**src/rtl/asvm_params.svh**
```systemverilog
// Offsets, field positions and reset values of the auto sizing measurement unit.
`ifndef ASVM_PARAMS_SVH
`define ASVM_PARAMS_SVH
`define ASVM_OFF_RES0  8'h00
`define ASVM_OFF_RES1  8'h01
`define ASVM_OFF_RES2  8'h02
`define ASVM_OFF_RES3  8'h03
`define ASVM_OFF_RES4  8'h04
`define ASVM_OFF_RES5  8'h05
`define ASVM_OFF_RES6  8'h06
`define ASVM_OFF_RES7  8'h07
`define ASVM_OFF_RES8  8'h08
`define ASVM_OFF_RES9  8'h09
`define ASVM_OFF_RES10 8'h0A
`define ASVM_OFF_RES11 8'h0B
`define ASVM_OFF_RES12 8'h0C
`define ASVM_OFF_RES13 8'h0D
`define ASVM_OFF_CTRL  8'h10
`define ASVM_OFF_POL   8'h11
`define ASVM_BIT_DONE  7
`define ASVM_BIT_OVER  4
`define ASVM_BIT_GO    7
`define ASVM_BIT_HSP   3
`define ASVM_BIT_VSP   2
`define ASVM_BIT_VPOL  0
`define ASVM_RST_TRIG  3'h0
`define ASVM_RST_POL   1'h0
`define ASVM_RST_HMIN  12'hFFF
`define ASVM_RST_CNT   12'h000
`endif

```
**src/rtl/asvm_pkg.sv**
```systemverilog
// Types and shared arithmetic of the auto sizing measurement unit.
package asvm_pkg;
   typedef logic [11:0] asvm_cnt_type;
   typedef enum logic [1:0] {asvm_st_idle, asvm_st_arm, asvm_st_run} asvm_state_type;

   // Counters stick at full scale so a runaway line never wraps to a small figure.
   function automatic asvm_cnt_type asvm_sat_inc(input asvm_cnt_type v);
      asvm_cnt_type r;
      r = (v == 12'hFFF) ? v : asvm_cnt_type'(v + 12'h001);
      return r;
   endfunction
endpackage

```
**src/rtl/asvm_line_if.sv**
```systemverilog
// Per-line horizontal figures handed from the line counter to the frame logic.
interface asvm_line_if import asvm_pkg::*; ();
   logic         tick;
   logic         seen;
   asvm_cnt_type vid_begin;
   asvm_cnt_type vid_stop;
   asvm_cnt_type period;
   asvm_cnt_type pulse;
   modport src (output tick, output seen, output vid_begin, output vid_stop,
                output period, output pulse);
   modport snk (input tick, input seen, input vid_begin, input vid_stop,
                input period, input pulse);
endinterface

```
**src/rtl/asvm_line_meas.sv**
```systemverilog
// Horizontal line counter: video start, end, period and flyback width per line.
`include "asvm_params.svh"
module asvm_line_meas import asvm_pkg::*; (
   input  wire logic   clk_sys,
   input  wire logic   rst_n,
   input  wire logic   flb,
   input  wire logic   vid,
   asvm_line_if.src    line
);
   logic         flb_q;
   logic         vid_q;
   logic         seen_q;
   asvm_cnt_type pos_q;
   asvm_cnt_type per_q;
   asvm_cnt_type pw_q;
   asvm_cnt_type beg_q;
   asvm_cnt_type stop_q;

   // =========================================================
   // Flyback edges and line hand-over
   always_ff @(posedge clk_sys or negedge rst_n) begin
      if (!rst_n) begin
         flb_q          <= 1'b0;
         per_q          <= `ASVM_RST_CNT;
         pw_q           <= `ASVM_RST_CNT;
         line.tick      <= 1'b0;
         line.seen      <= 1'b0;
         line.vid_begin <= `ASVM_RST_CNT;
         line.vid_stop  <= `ASVM_RST_CNT;
         line.period    <= `ASVM_RST_CNT;
         line.pulse     <= `ASVM_RST_CNT;
      end else begin
         flb_q     <= flb;
         line.tick <= flb && !flb_q;
         if (flb && !flb_q) begin
            line.seen      <= seen_q;
            line.vid_begin <= beg_q;
            line.vid_stop  <= stop_q;
            line.period    <= per_q;
            line.pulse     <= pw_q;
            per_q          <= 12'h001;
         end else begin
            per_q <= asvm_sat_inc(per_q);
         end
         if (!flb && flb_q) begin
            pw_q <= per_q;
         end
      end
   end

   // =========================================================
   // Video edges measured from the flyback trailing edge
   always_ff @(posedge clk_sys or negedge rst_n) begin
      if (!rst_n) begin
         vid_q  <= 1'b0;
         seen_q <= 1'b0;
         pos_q  <= `ASVM_RST_CNT;
         beg_q  <= `ASVM_RST_CNT;
         stop_q <= `ASVM_RST_CNT;
      end else begin
         vid_q <= vid;
         if (!flb && flb_q) begin
            pos_q  <= `ASVM_RST_CNT;
            seen_q <= 1'b0;
         end else begin
            pos_q <= asvm_sat_inc(pos_q);
            if (!flb && !flb_q && vid && !vid_q && !seen_q) begin
               beg_q  <= pos_q;
               seen_q <= 1'b1;
            end
            if (!flb && !flb_q && !vid && vid_q && seen_q) begin
               stop_q <= pos_q;
            end
         end
      end
   end
endmodule

```
**src/rtl/asvm_sync.sv**
```systemverilog
// Two-stage synchroniser for the flyback and video comparator pins.
module asvm_sync #(
   parameter int W = 1
) (
   input  wire logic         clk_sys,
   input  wire logic         rst_n,
   input  wire logic [W-1:0] async_in,
   output logic      [W-1:0] sync_out
);
   logic [W-1:0] meta_q;

   always_ff @(posedge clk_sys or negedge rst_n) begin
      if (!rst_n) begin
         meta_q   <= '0;
         sync_out <= '0;
      end else begin
         meta_q   <= async_in;
         sync_out <= meta_q;
      end
   end
endmodule

```
**src/rtl/asvm_top.sv**
```systemverilog
// Auto sizing video measurement unit: frame control, results and register port.
`include "asvm_params.svh"

module asvm_top import asvm_pkg::*; (
   input  wire logic       clk_sys,
   input  wire logic       rst_n,
   input  wire logic       hflb_pin,
   input  wire logic       vflb_pin,
   input  wire logic       rin_pin,
   input  wire logic       gin_pin,
   input  wire logic       bin_pin,
   input  wire logic [7:0] reg_addr,
   input  wire logic       reg_wr,
   input  wire logic [7:0] reg_wdata,
   output logic      [7:0] reg_rdata,
   output logic      [2:0] trigger_level_code
);
   // =========================================================
   // Declarations
   logic [4:0]     pins_s;
   logic           hsync_polarity_sel;
   logic           vsync_polarity_sel;
   logic           video_polarity_sel;
   logic           hflb;
   logic           vflb;
   logic           vid;
   logic           vflb_q;
   logic           vflb_rise;
   logic           ctrl_wr;
   logic           pol_wr;
   logic           go_set;
   logic           commit;
   logic           measure_go;
   logic           done_q;
   asvm_state_type state_q;
   asvm_cnt_type   line_cnt_q;
   logic           over_q;
   logic           any_q;
   asvm_cnt_type   hmin_q;
   asvm_cnt_type   hmax_q;
   asvm_cnt_type   vfirst_q;
   asvm_cnt_type   vlast_q;
   asvm_cnt_type   per_q;
   asvm_cnt_type   pw_q;
   asvm_cnt_type   line_video_begin_q;
   asvm_cnt_type   line_video_stop_q;
   asvm_cnt_type   line_period_dots_q;
   asvm_cnt_type   hsync_pulse_width_q;
   asvm_cnt_type   frame_video_first_line_q;
   asvm_cnt_type   frame_video_last_line_q;
   asvm_cnt_type   frame_line_total_q;
   logic           result_over_q;
   logic [7:0]     rdata_d;

   asvm_line_if line_bus ();

   // =========================================================
   // Input conditioning
   asvm_sync #(
      .W (5)
   ) u_sync (
      .clk_sys  (clk_sys),
      .rst_n    (rst_n),
      .async_in ({hflb_pin, vflb_pin, rin_pin, gin_pin, bin_pin}),
      .sync_out (pins_s)
   );

   // A select opposite to the pin polarity makes the flyback read high here.
   assign hflb = pins_s[4] ^ hsync_polarity_sel;
   assign vflb = pins_s[3] ^ vsync_polarity_sel;
   assign vid  = |(pins_s[2:0] ^ {3{video_polarity_sel}});

   asvm_line_meas u_line (
      .clk_sys (clk_sys),
      .rst_n   (rst_n),
      .flb     (hflb),
      .vid     (vid),
      .line    (line_bus.src)
   );

   always_ff @(posedge clk_sys or negedge rst_n) begin
      if (!rst_n) begin
         vflb_q <= 1'b0;
      end else begin
         vflb_q <= vflb;
      end
   end

   assign vflb_rise = vflb && !vflb_q;
   assign ctrl_wr   = reg_wr && (reg_addr == `ASVM_OFF_CTRL);
   assign pol_wr    = reg_wr && (reg_addr == `ASVM_OFF_POL);
   assign go_set    = ctrl_wr && reg_wdata[`ASVM_BIT_GO];
   assign commit    = (state_q == asvm_st_run) && vflb_rise;

   // =========================================================
   // Control and polarity registers
   always_ff @(posedge clk_sys or negedge rst_n) begin
      if (!rst_n) begin
         trigger_level_code <= `ASVM_RST_TRIG;
      end else if (ctrl_wr) begin
         trigger_level_code <= reg_wdata[2:0];
      end
   end

   always_ff @(posedge clk_sys or negedge rst_n) begin
      if (!rst_n) begin
         hsync_polarity_sel <= `ASVM_RST_POL;
         vsync_polarity_sel <= `ASVM_RST_POL;
         video_polarity_sel <= `ASVM_RST_POL;
      end else if (pol_wr) begin
         hsync_polarity_sel <= reg_wdata[`ASVM_BIT_HSP];
         vsync_polarity_sel <= reg_wdata[`ASVM_BIT_VSP];
         video_polarity_sel <= reg_wdata[`ASVM_BIT_VPOL];
      end
   end

   // Writing zero to go does not abort a run; only completion clears it.
   always_ff @(posedge clk_sys or negedge rst_n) begin
      if (!rst_n) begin
         measure_go <= 1'b0;
      end else if (go_set) begin
         measure_go <= 1'b1;
      end else if (commit) begin
         measure_go <= 1'b0;
      end
   end

   always_ff @(posedge clk_sys or negedge rst_n) begin
      if (!rst_n) begin
         done_q <= 1'b0;
      end else if (commit) begin
         done_q <= 1'b1;
      end else if (go_set) begin
         done_q <= 1'b0;
      end
   end

   // =========================================================
   // Frame sequencing
   always_ff @(posedge clk_sys or negedge rst_n) begin
      if (!rst_n) begin
         state_q <= asvm_st_idle;
      end else begin
         case (state_q)
            asvm_st_idle: begin
               if (measure_go) begin
                  state_q <= asvm_st_arm;
               end
            end
            asvm_st_arm: begin
               if (vflb_rise) begin
                  state_q <= asvm_st_run;
               end
            end
            asvm_st_run: begin
               if (vflb_rise) begin
                  state_q <= asvm_st_idle;
               end
            end
            default: begin
               state_q <= asvm_st_idle;
            end
         endcase
      end
   end

   // =========================================================
   // Frame accumulation
   // A line ending on the same edge as the closing flyback is not counted in the frame.
   always_ff @(posedge clk_sys or negedge rst_n) begin
      if (!rst_n) begin
         line_cnt_q <= `ASVM_RST_CNT;
         over_q     <= 1'b0;
         any_q      <= 1'b0;
         hmin_q     <= `ASVM_RST_HMIN;
         hmax_q     <= `ASVM_RST_CNT;
         vfirst_q   <= `ASVM_RST_CNT;
         vlast_q    <= `ASVM_RST_CNT;
         per_q      <= `ASVM_RST_CNT;
         pw_q       <= `ASVM_RST_CNT;
      end else if (state_q == asvm_st_arm && vflb_rise) begin
         line_cnt_q <= `ASVM_RST_CNT;
         over_q     <= 1'b0;
         any_q      <= 1'b0;
         hmin_q     <= `ASVM_RST_HMIN;
         hmax_q     <= `ASVM_RST_CNT;
         vfirst_q   <= `ASVM_RST_CNT;
         vlast_q    <= `ASVM_RST_CNT;
      end else if (state_q == asvm_st_run && line_bus.tick && !commit) begin
         line_cnt_q <= asvm_sat_inc(line_cnt_q);
         per_q      <= line_bus.period;
         pw_q       <= line_bus.pulse;
         if (line_cnt_q == 12'hFFF) begin
            over_q <= 1'b1;
         end
         if (line_bus.seen) begin
            any_q   <= 1'b1;
            vlast_q <= line_cnt_q;
            if (!any_q) begin
               vfirst_q <= line_cnt_q;
            end
            if (line_bus.vid_begin < hmin_q) begin
               hmin_q <= line_bus.vid_begin;
            end
            if (line_bus.vid_stop > hmax_q) begin
               hmax_q <= line_bus.vid_stop;
            end
         end
      end
   end

   // =========================================================
   // Result registers
   // All figures move together at the closing flyback, never part way through a frame.
   always_ff @(posedge clk_sys or negedge rst_n) begin
      if (!rst_n) begin
         line_video_begin_q       <= `ASVM_RST_CNT;
         line_video_stop_q        <= `ASVM_RST_CNT;
         line_period_dots_q       <= `ASVM_RST_CNT;
         hsync_pulse_width_q      <= `ASVM_RST_CNT;
         frame_video_first_line_q <= `ASVM_RST_CNT;
         frame_video_last_line_q  <= `ASVM_RST_CNT;
         frame_line_total_q       <= `ASVM_RST_CNT;
         result_over_q            <= 1'b0;
      end else if (commit) begin
         line_video_begin_q       <= hmin_q;
         line_video_stop_q        <= hmax_q;
         line_period_dots_q       <= per_q;
         hsync_pulse_width_q      <= pw_q;
         frame_video_first_line_q <= vfirst_q;
         frame_video_last_line_q  <= vlast_q;
         frame_line_total_q       <= line_cnt_q;
         result_over_q            <= over_q;
      end
   end

   // =========================================================
   // Register read port
   // Result offsets have no write path at all.
   always_comb begin
      rdata_d = 8'h00;
      if (reg_addr == `ASVM_OFF_RES0) begin
         rdata_d[3:0]           = line_video_begin_q[11:8];
         rdata_d[`ASVM_BIT_DONE] = done_q;
      end else if (reg_addr == `ASVM_OFF_RES1) begin
         rdata_d = line_video_begin_q[7:0];
      end else if (reg_addr == `ASVM_OFF_RES2) begin
         rdata_d[3:0] = line_video_stop_q[11:8];
      end else if (reg_addr == `ASVM_OFF_RES3) begin
         rdata_d = line_video_stop_q[7:0];
      end else if (reg_addr == `ASVM_OFF_RES4) begin
         rdata_d[3:0] = line_period_dots_q[11:8];
      end else if (reg_addr == `ASVM_OFF_RES5) begin
         rdata_d = line_period_dots_q[7:0];
      end else if (reg_addr == `ASVM_OFF_RES6) begin
         rdata_d[3:0] = hsync_pulse_width_q[11:8];
      end else if (reg_addr == `ASVM_OFF_RES7) begin
         rdata_d = hsync_pulse_width_q[7:0];
      end else if (reg_addr == `ASVM_OFF_RES8) begin
         rdata_d[3:0] = frame_video_first_line_q[11:8];
      end else if (reg_addr == `ASVM_OFF_RES9) begin
         rdata_d = frame_video_first_line_q[7:0];
      end else if (reg_addr == `ASVM_OFF_RES10) begin
         rdata_d[3:0] = frame_video_last_line_q[11:8];
      end else if (reg_addr == `ASVM_OFF_RES11) begin
         rdata_d = frame_video_last_line_q[7:0];
      end else if (reg_addr == `ASVM_OFF_RES12) begin
         rdata_d[3:0]           = frame_line_total_q[11:8];
         rdata_d[`ASVM_BIT_OVER] = result_over_q;
      end else if (reg_addr == `ASVM_OFF_RES13) begin
         rdata_d = frame_line_total_q[7:0];
      end else if (reg_addr == `ASVM_OFF_CTRL) begin
         rdata_d[2:0]          = trigger_level_code;
         rdata_d[`ASVM_BIT_GO] = measure_go;
      end else if (reg_addr == `ASVM_OFF_POL) begin
         rdata_d[`ASVM_BIT_HSP]  = hsync_polarity_sel;
         rdata_d[`ASVM_BIT_VSP]  = vsync_polarity_sel;
         rdata_d[`ASVM_BIT_VPOL] = video_polarity_sel;
      end
   end

   always_ff @(posedge clk_sys or negedge rst_n) begin
      if (!rst_n) begin
         reg_rdata <= 8'h00;
      end else begin
         reg_rdata <= rdata_d;
      end
   end
endmodule

```
**config.mk**
```make
export PLATFORM = sky130hd
export DESIGN_NAME = asvm_top
export DESIGN_NICKNAME = d
export VERILOG_FILES = /design/src/rtl/asvm_pkg.sv /design/src/rtl/asvm_line_if.sv /design/src/rtl/asvm_line_meas.sv /design/src/rtl/asvm_sync.sv /design/src/rtl/asvm_top.sv
export VERILOG_INCLUDE_DIRS = /design/src /design/src/rtl
export SDC_FILE = /design/constraint.sdc
export NUM_CORES = 1
export LEC_CHECK = 0
export ABC_CLOCK_PERIOD_IN_PS = 5700
export BUFFER_PORTS_ARGS = -buffer_cell sky130_fd_sc_hd__buf_2
export CORE_MARGIN = 10
export CORE_UTILIZATION = 35
export DETAILED_ROUTE_END_ITERATION = 12
export GPL_ROUTABILITY_DRIVEN = 0
export GPL_TIMING_DRIVEN = 0
export PLACE_DENSITY_LB_ADDON = 0.08
export SLEW_MARGIN = 10
export SYNTH_ARGS = -nofsm -noshare
export SYNTH_HDL_FRONTEND = slang
export SYNTH_SLANG_ARGS = --single-unit
```
**constraint.sdc**
```tcl
create_clock -name clk_sys -period 5.7 [get_ports clk_sys]
set_input_delay 0.285 -clock clk_sys [delete_from_list [all_inputs] [get_ports clk_sys]]
set_output_delay 0.285 -clock clk_sys [all_outputs]
set_load 0.1 [all_outputs]
```
# Word-level counts from Yosys, hierarchy flattened
# Index checks and enable logic that the tools add are counted.
# totals
out_inout_bits	11
inputBits	24
regBits	313
# classes
magnitude_cmp	2
add_sub_neg	3
muxes	87
bitwise	5
reduce_logical	44
n_eq_ne	27
# ops
op	count
12-bit two-way mux	22
8-bit two-way mux	24
8-bit by 4-bit equality test with 1-bit output, second input constant	6
4-bit two-way mux	12
12-bit by 1-bit adder with 12-bit output, second input constant	3
12-bit equality test, second input constant	3
8-bit by 3-bit equality test with 1-bit output, second input constant	4
1-bit two-way mux	20
1-bit logical AND	17
8-bit by 2-bit equality test with 1-bit output, second input constant	2
8-bit by 5-bit equality test with 1-bit output, second input constant	2
2-bit nonzero test	7
12-bit greater-than comparator	1
12-bit < comparator	1
2-bit AND reduction	6
3-bit AND reduction	4
3-bit two-way mux	3
8-bit by 1-bit equality test with 1-bit output, second input constant	1
8-bit zero test	1
2-bit two-way mux	4
2-bit inequality test, second input constant	4
1-bit zero test	7
2-bit by 1-bit inequality test with 1-bit output, second input constant	3
2-bit case mux with 3 select lines	1
other kinds (8)	10

# Logic depth before layout (Yosys ltp)
# logic_depth
ltp_word	35
mapped_depth	8
depth_no_buf	7

# Modules after synthesis
# Synthesis repeated with hierarchy kept, for this count alone.
# unflattened
cells_unflattened	1292
hier_area_um2	13920.9
# by_module_without_submodules
mod	cells_each	area_each_um2	seq_area_each_um2	instances
asvm_top	838	9116.2	4769.6	1
asvm_line_meas	444	4554.4	2827.7	1
asvm_sync	10	250.2	250.2	1

# Worst setup path before layout
# No wires, ideal clock.
# synth_path
kind	register -> register
from	register hmin_q[5]
to	register hmin_q[10]
setup_time_ns	0.075
slack_ns	3.620
arrival_time_ns	2.005
period_less_slack_ns	2.080
path_stages_with_launch	9
path_buffers	1
path_cell_list	dfstp_2 > inv_1 > ha_1 > a21o_1 > a2111oi_0 > o21a_1 > o21ai_1 > buf_2 > mux2i_1
# synth_between
elab_chain_len	3
# synth_rtl
element	line	rtl
start: declaration	asvm_top.sv:39	asvm_cnt_type hmin_q;
start signal: assignment	asvm_top.sv:175	hmin_q <= `ASVM_RST_HMIN;
start signal: assignment	asvm_top.sv:185	hmin_q <= `ASVM_RST_HMIN;
start signal: assignment	asvm_top.sv:203	hmin_q <= line_bus.vid_begin;
12-bit < comparator	asvm_top.sv:202	if (line_bus.vid_begin < hmin_q) begin
2-bit nonzero test (no source line)	n/a	
3-bit AND reduction (no source line)	n/a	
# No other way between the ends.
# A chain may end at the register's enable or synchronous reset.

# Final worst setup path
# layout_path
from	register vsync_polarity_sel
to	register vlast_q[8]
# layout_between
elab_chain_len	7
# layout_rtl
element	line	rtl
start: declaration	asvm_top.sv:22	logic vsync_polarity_sel;
start signal: assignment	asvm_top.sv:108	vsync_polarity_sel <= `ASVM_RST_POL;
start signal: assignment	asvm_top.sv:112	vsync_polarity_sel <= reg_wdata[`ASVM_BIT_VSP];
1-bit bitwise XOR *	asvm_top.sv:70	assign vflb = pins_s[3] ^ vsync_polarity_sel;
1-bit logical AND *	asvm_top.sv:89	assign vflb_rise = vflb && !vflb_q;
1-bit logical AND	asvm_top.sv:93	assign commit = (state_q == asvm_st_run) && vflb_rise;
1-bit zero test	asvm_top.sv:189	end else if (state_q == asvm_st_run && line_bus.tick && !commit) begin
1-bit logical AND	asvm_top.sv:189	
2-bit nonzero test (no source line)	n/a	
2-bit AND reduction (no source line)	n/a	
end signal: assignment	asvm_top.sv:178	vlast_q <= `ASVM_RST_CNT;
end signal: assignment	asvm_top.sv:188	vlast_q <= `ASVM_RST_CNT;
end signal: assignment	asvm_top.sv:198	vlast_q <= line_cnt_q;
end: declaration	asvm_top.sv:42	asvm_cnt_type vlast_q;
# Mark *: on every way between the ends. The rest lies on a longest branch, timed or not.

==> out/summary.txt <==
die area -> 48,300 µm²
Post-DRT Antenna Nets -> 0
pwr/cell area -> 352 nW/µm²
count leader, synth -> dfrtp_1
Worst Path Arrival -> 3.10 ns
Final Max Slew Viols -> 0
initial antenna violation count -> 0
wire per inst -> 19.4 µm
largest cells by area after synthesis -> dfrtp_1, mux2_2, nand2_1, mux2i_1, nor2_1
post-synthesis compound-gate area fraction -> 7.17%
Num CTS Buffers -> 38
FP Rows -> 73
CP top delay family -> buffers and inverters
I/O Pins -> 35
H-tree levels -> 2
syn nets -> 1,340
Max clock buf depth -> 3
Port Buffer Count -> 29
Post-synth EDFFs -> 0
Tightest Pin Transition -> 1.00 ns
unique cell type count in the Yosys netlist -> 72
register area share after synthesis -> 56.2%
Mean Syn Cell Area -> 10.8 µm²
crit path capture type -> flip-flop
xor and xnor fraction of the mapped netlist area -> 1.68%
HP Class -> primary input to flip-flop
worst r2r path cells -> 5
GRT Total Usage -> 15.9%
Tmin final -> 2.70 ns
total congestion overflow -> 0
NumNets Final -> 1,422
clock latency at the later pin of the worst-skew pair -> 0.55 ns
hpwl dp -> 26,800 µm
TritonCTS Sinks -> 313
Non-Filler Instances -> 1,925
main combinational cell family by area after synthesis -> simple AND/OR/NAND/NOR gates
hold buffers post-CTS -> 10
Synth Cell Area -> 14,000 µm²
worst setup margin -> 3.00 ns
post-CTS setup buffers -> 0
area grow syn2layout -> 16.2%
final core occ -> 40.9%
most frequent cells after synthesis -> dfrtp_1, nand2_1, mux2_2
via count -> 9,535
drt pass-1 iters -> 4
CP peak stage delay -> 0.71 ns
die width -> 220 µm
post-synthesis simple-gate area fraction -> 14.6%
DRC Markers -> 0
Max-slew headroom -> 32.7%
crit share post-route -> 47.3%
Via density -> 4.95
clock skew -> 0.0212 ns
largest net degree at the start of global routing -> 109
chip height -> 220 µm
CP bufs+invs -> 2
top cell type's share of synthesized area -> 53.9%
layout cells sized above 1 -> 19.6%
Crit Path Category -> flip-flop to flip-flop
final setup fails -> 0
CTS tree -> done
Synth Area in Adders -> 2.33%
total core area -> 39,600 µm²
Initial Util -> 35.2%
first-pass GRT wire length -> 59,000 µm
# diodes -> 0
multiplexer area fraction after synthesis -> 14.2%
worst r2r src -> vsync_polarity_sel
Leakage -> 7.98 nW
crit path max fanout -> 10
Synth warnings -> 0
root buffer cell -> clkbuf_16
RSZ-0062 raised after global routing -> false
async set-or-reset flop fraction in the synthesized netlist -> 100%
post_cts resized -> 0
Hold Path Stages -> 3
Slowest-stage cell, CP -> nor4b_2
prevailing post-synth register cell -> dfrtp_1
Hold Crit Start -> reg_wdata[7]
worst path cell trace -> xnor2_2 -> nor4b_2 -> clkbuf_1 -> buf_1 -> nor2_1
# Max-Cap Violations -> 0
Layout fillers -> 3,908
final WL -> 37,400 µm
startpoint types -> flip-flop
fmax -> 371 MHz
vias in the first global route -> 9,674
Crit. Startpoint -> vsync_polarity_sel
status -> complete, no violations
Max rail drop VDD -> 0.206 mV
#FFs+latches synth -> 313
cell accounting for the most synthesized area -> dfrtp_1
Syn Inst Count -> 1,290
Placed Instances -> 1,847
Worst EP required -> 6.10 ns
initial DRC count -> 687
Levels on crit path -> 5
pre-CTS setup slack -> 2.93 ns
CTS clock-pin slew for the worst setup and hold paths -> 0.06 ns
final hold violations -> 0
## kinds of logic (layout without fill, tap and decap cells)
family,Yosys count,in the layout
compound gates,155,155
mux,177,177
buf+inv,123,233
simple gates,470,470
xor+xnor,26,26
flops,313,313
fa+ha+maj,26,26
## worst paths after layout
check                                     end  slack, ns
setup / recovery                   vlast_q[8]       3.00
hold / removal                     measure_go       0.08
setup reg to reg                   vlast_q[8]       3.00
hold reg to reg            u_sync.sync_out[0]       0.35
max in group asynchronous      u_line.pw_q[3]       4.31
min in group asynchronous      line_cnt_q[11]       0.14
## per-layer routing
layer / GRT usage, % / part of all wire, % / vias to the layer above
met4: 5.20 / 2.8 / 0
met3: 3.18 / 4.9 / 62
met1: 22.6 / 49 / 4707
met5: 0 / 0 / -
li1: - / - / 4588
met2: 23.6 / 44 / 178
## report_power, final
group | switching, mW | internal [mW]
clock | 0.967 | 1.48
sequential | 0.192 | 2.46
combinational | 0.371 | 0.252
total | 1.53 | 4.19
## final cells by class
| class | count | area, µm² | share of cell area [%] |
|---|---|---|---|
| flip-flops and latches | 313 | 7850 | 48.4 |
| clock inverters | 18 | 174 | 1.07 |
| repair buffers | 42 | 338 | 2.08 |
| plain buffers | 74 | 353 | 2.17 |
| multi-input cells | 854 | 5580 | 34.4 |
| inverters | 49 | 184 | 1.13 |
| clock buffers | 50 | 1090 | 6.70 |
| well taps | 525 | 657 | 4.05 |
## placed cells by master, fill, tap and decap left out, drive strengths merged, types with 6 or more instances in the layout
| cell type | count |
|---|---|
| xor2 | 7 |
| nor2 | 98 |
| a21o | 6 |
| nor3 | 9 |
| ha | 26 |
| a211oi | 12 |
| mux2 | 129 |
| nand3 | 25 |
| nand4 | 16 |
| dfstp | 12 |
| xnor2 | 19 |
| o21ai | 51 |
| nand2b | 10 |
| inv | 50 |
| nand2 | 271 |
| dlygate4sd3 | 10 |
| buf | 52 |
| a31oi | 7 |
| a21oi | 32 |
| o211ai | 6 |
| clkbuf | 104 |
| clkinv | 12 |
| dfrtp | 301 |
| mux2i | 44 |
| nor2b | 11 |
## per-stage QoR
step / TNS, ns / hold slack [ns] / power, mW / cell area [µm²]
after floorplan: 0 / -0.0106 / 3.03 / 14000
after global placement: -565.08 / 0.334 / 3.30 / 14800
after detailed placement: 0 / 0.102 / 3.31 / 14900
after CTS: 0 / 0.0381 / 5.80 / 16200
after global routing: 0 / 0.0928 / 5.99 / 16200
final: 0 / 0.0802 / 5.72 / 16200
## tightest hold or removal path: stages
cell and delay, ns:
buf_2 0.07, nand4_1 0.11, o21ai_0 0.10
No activity file was read; power rests on OpenSTA's default activity.
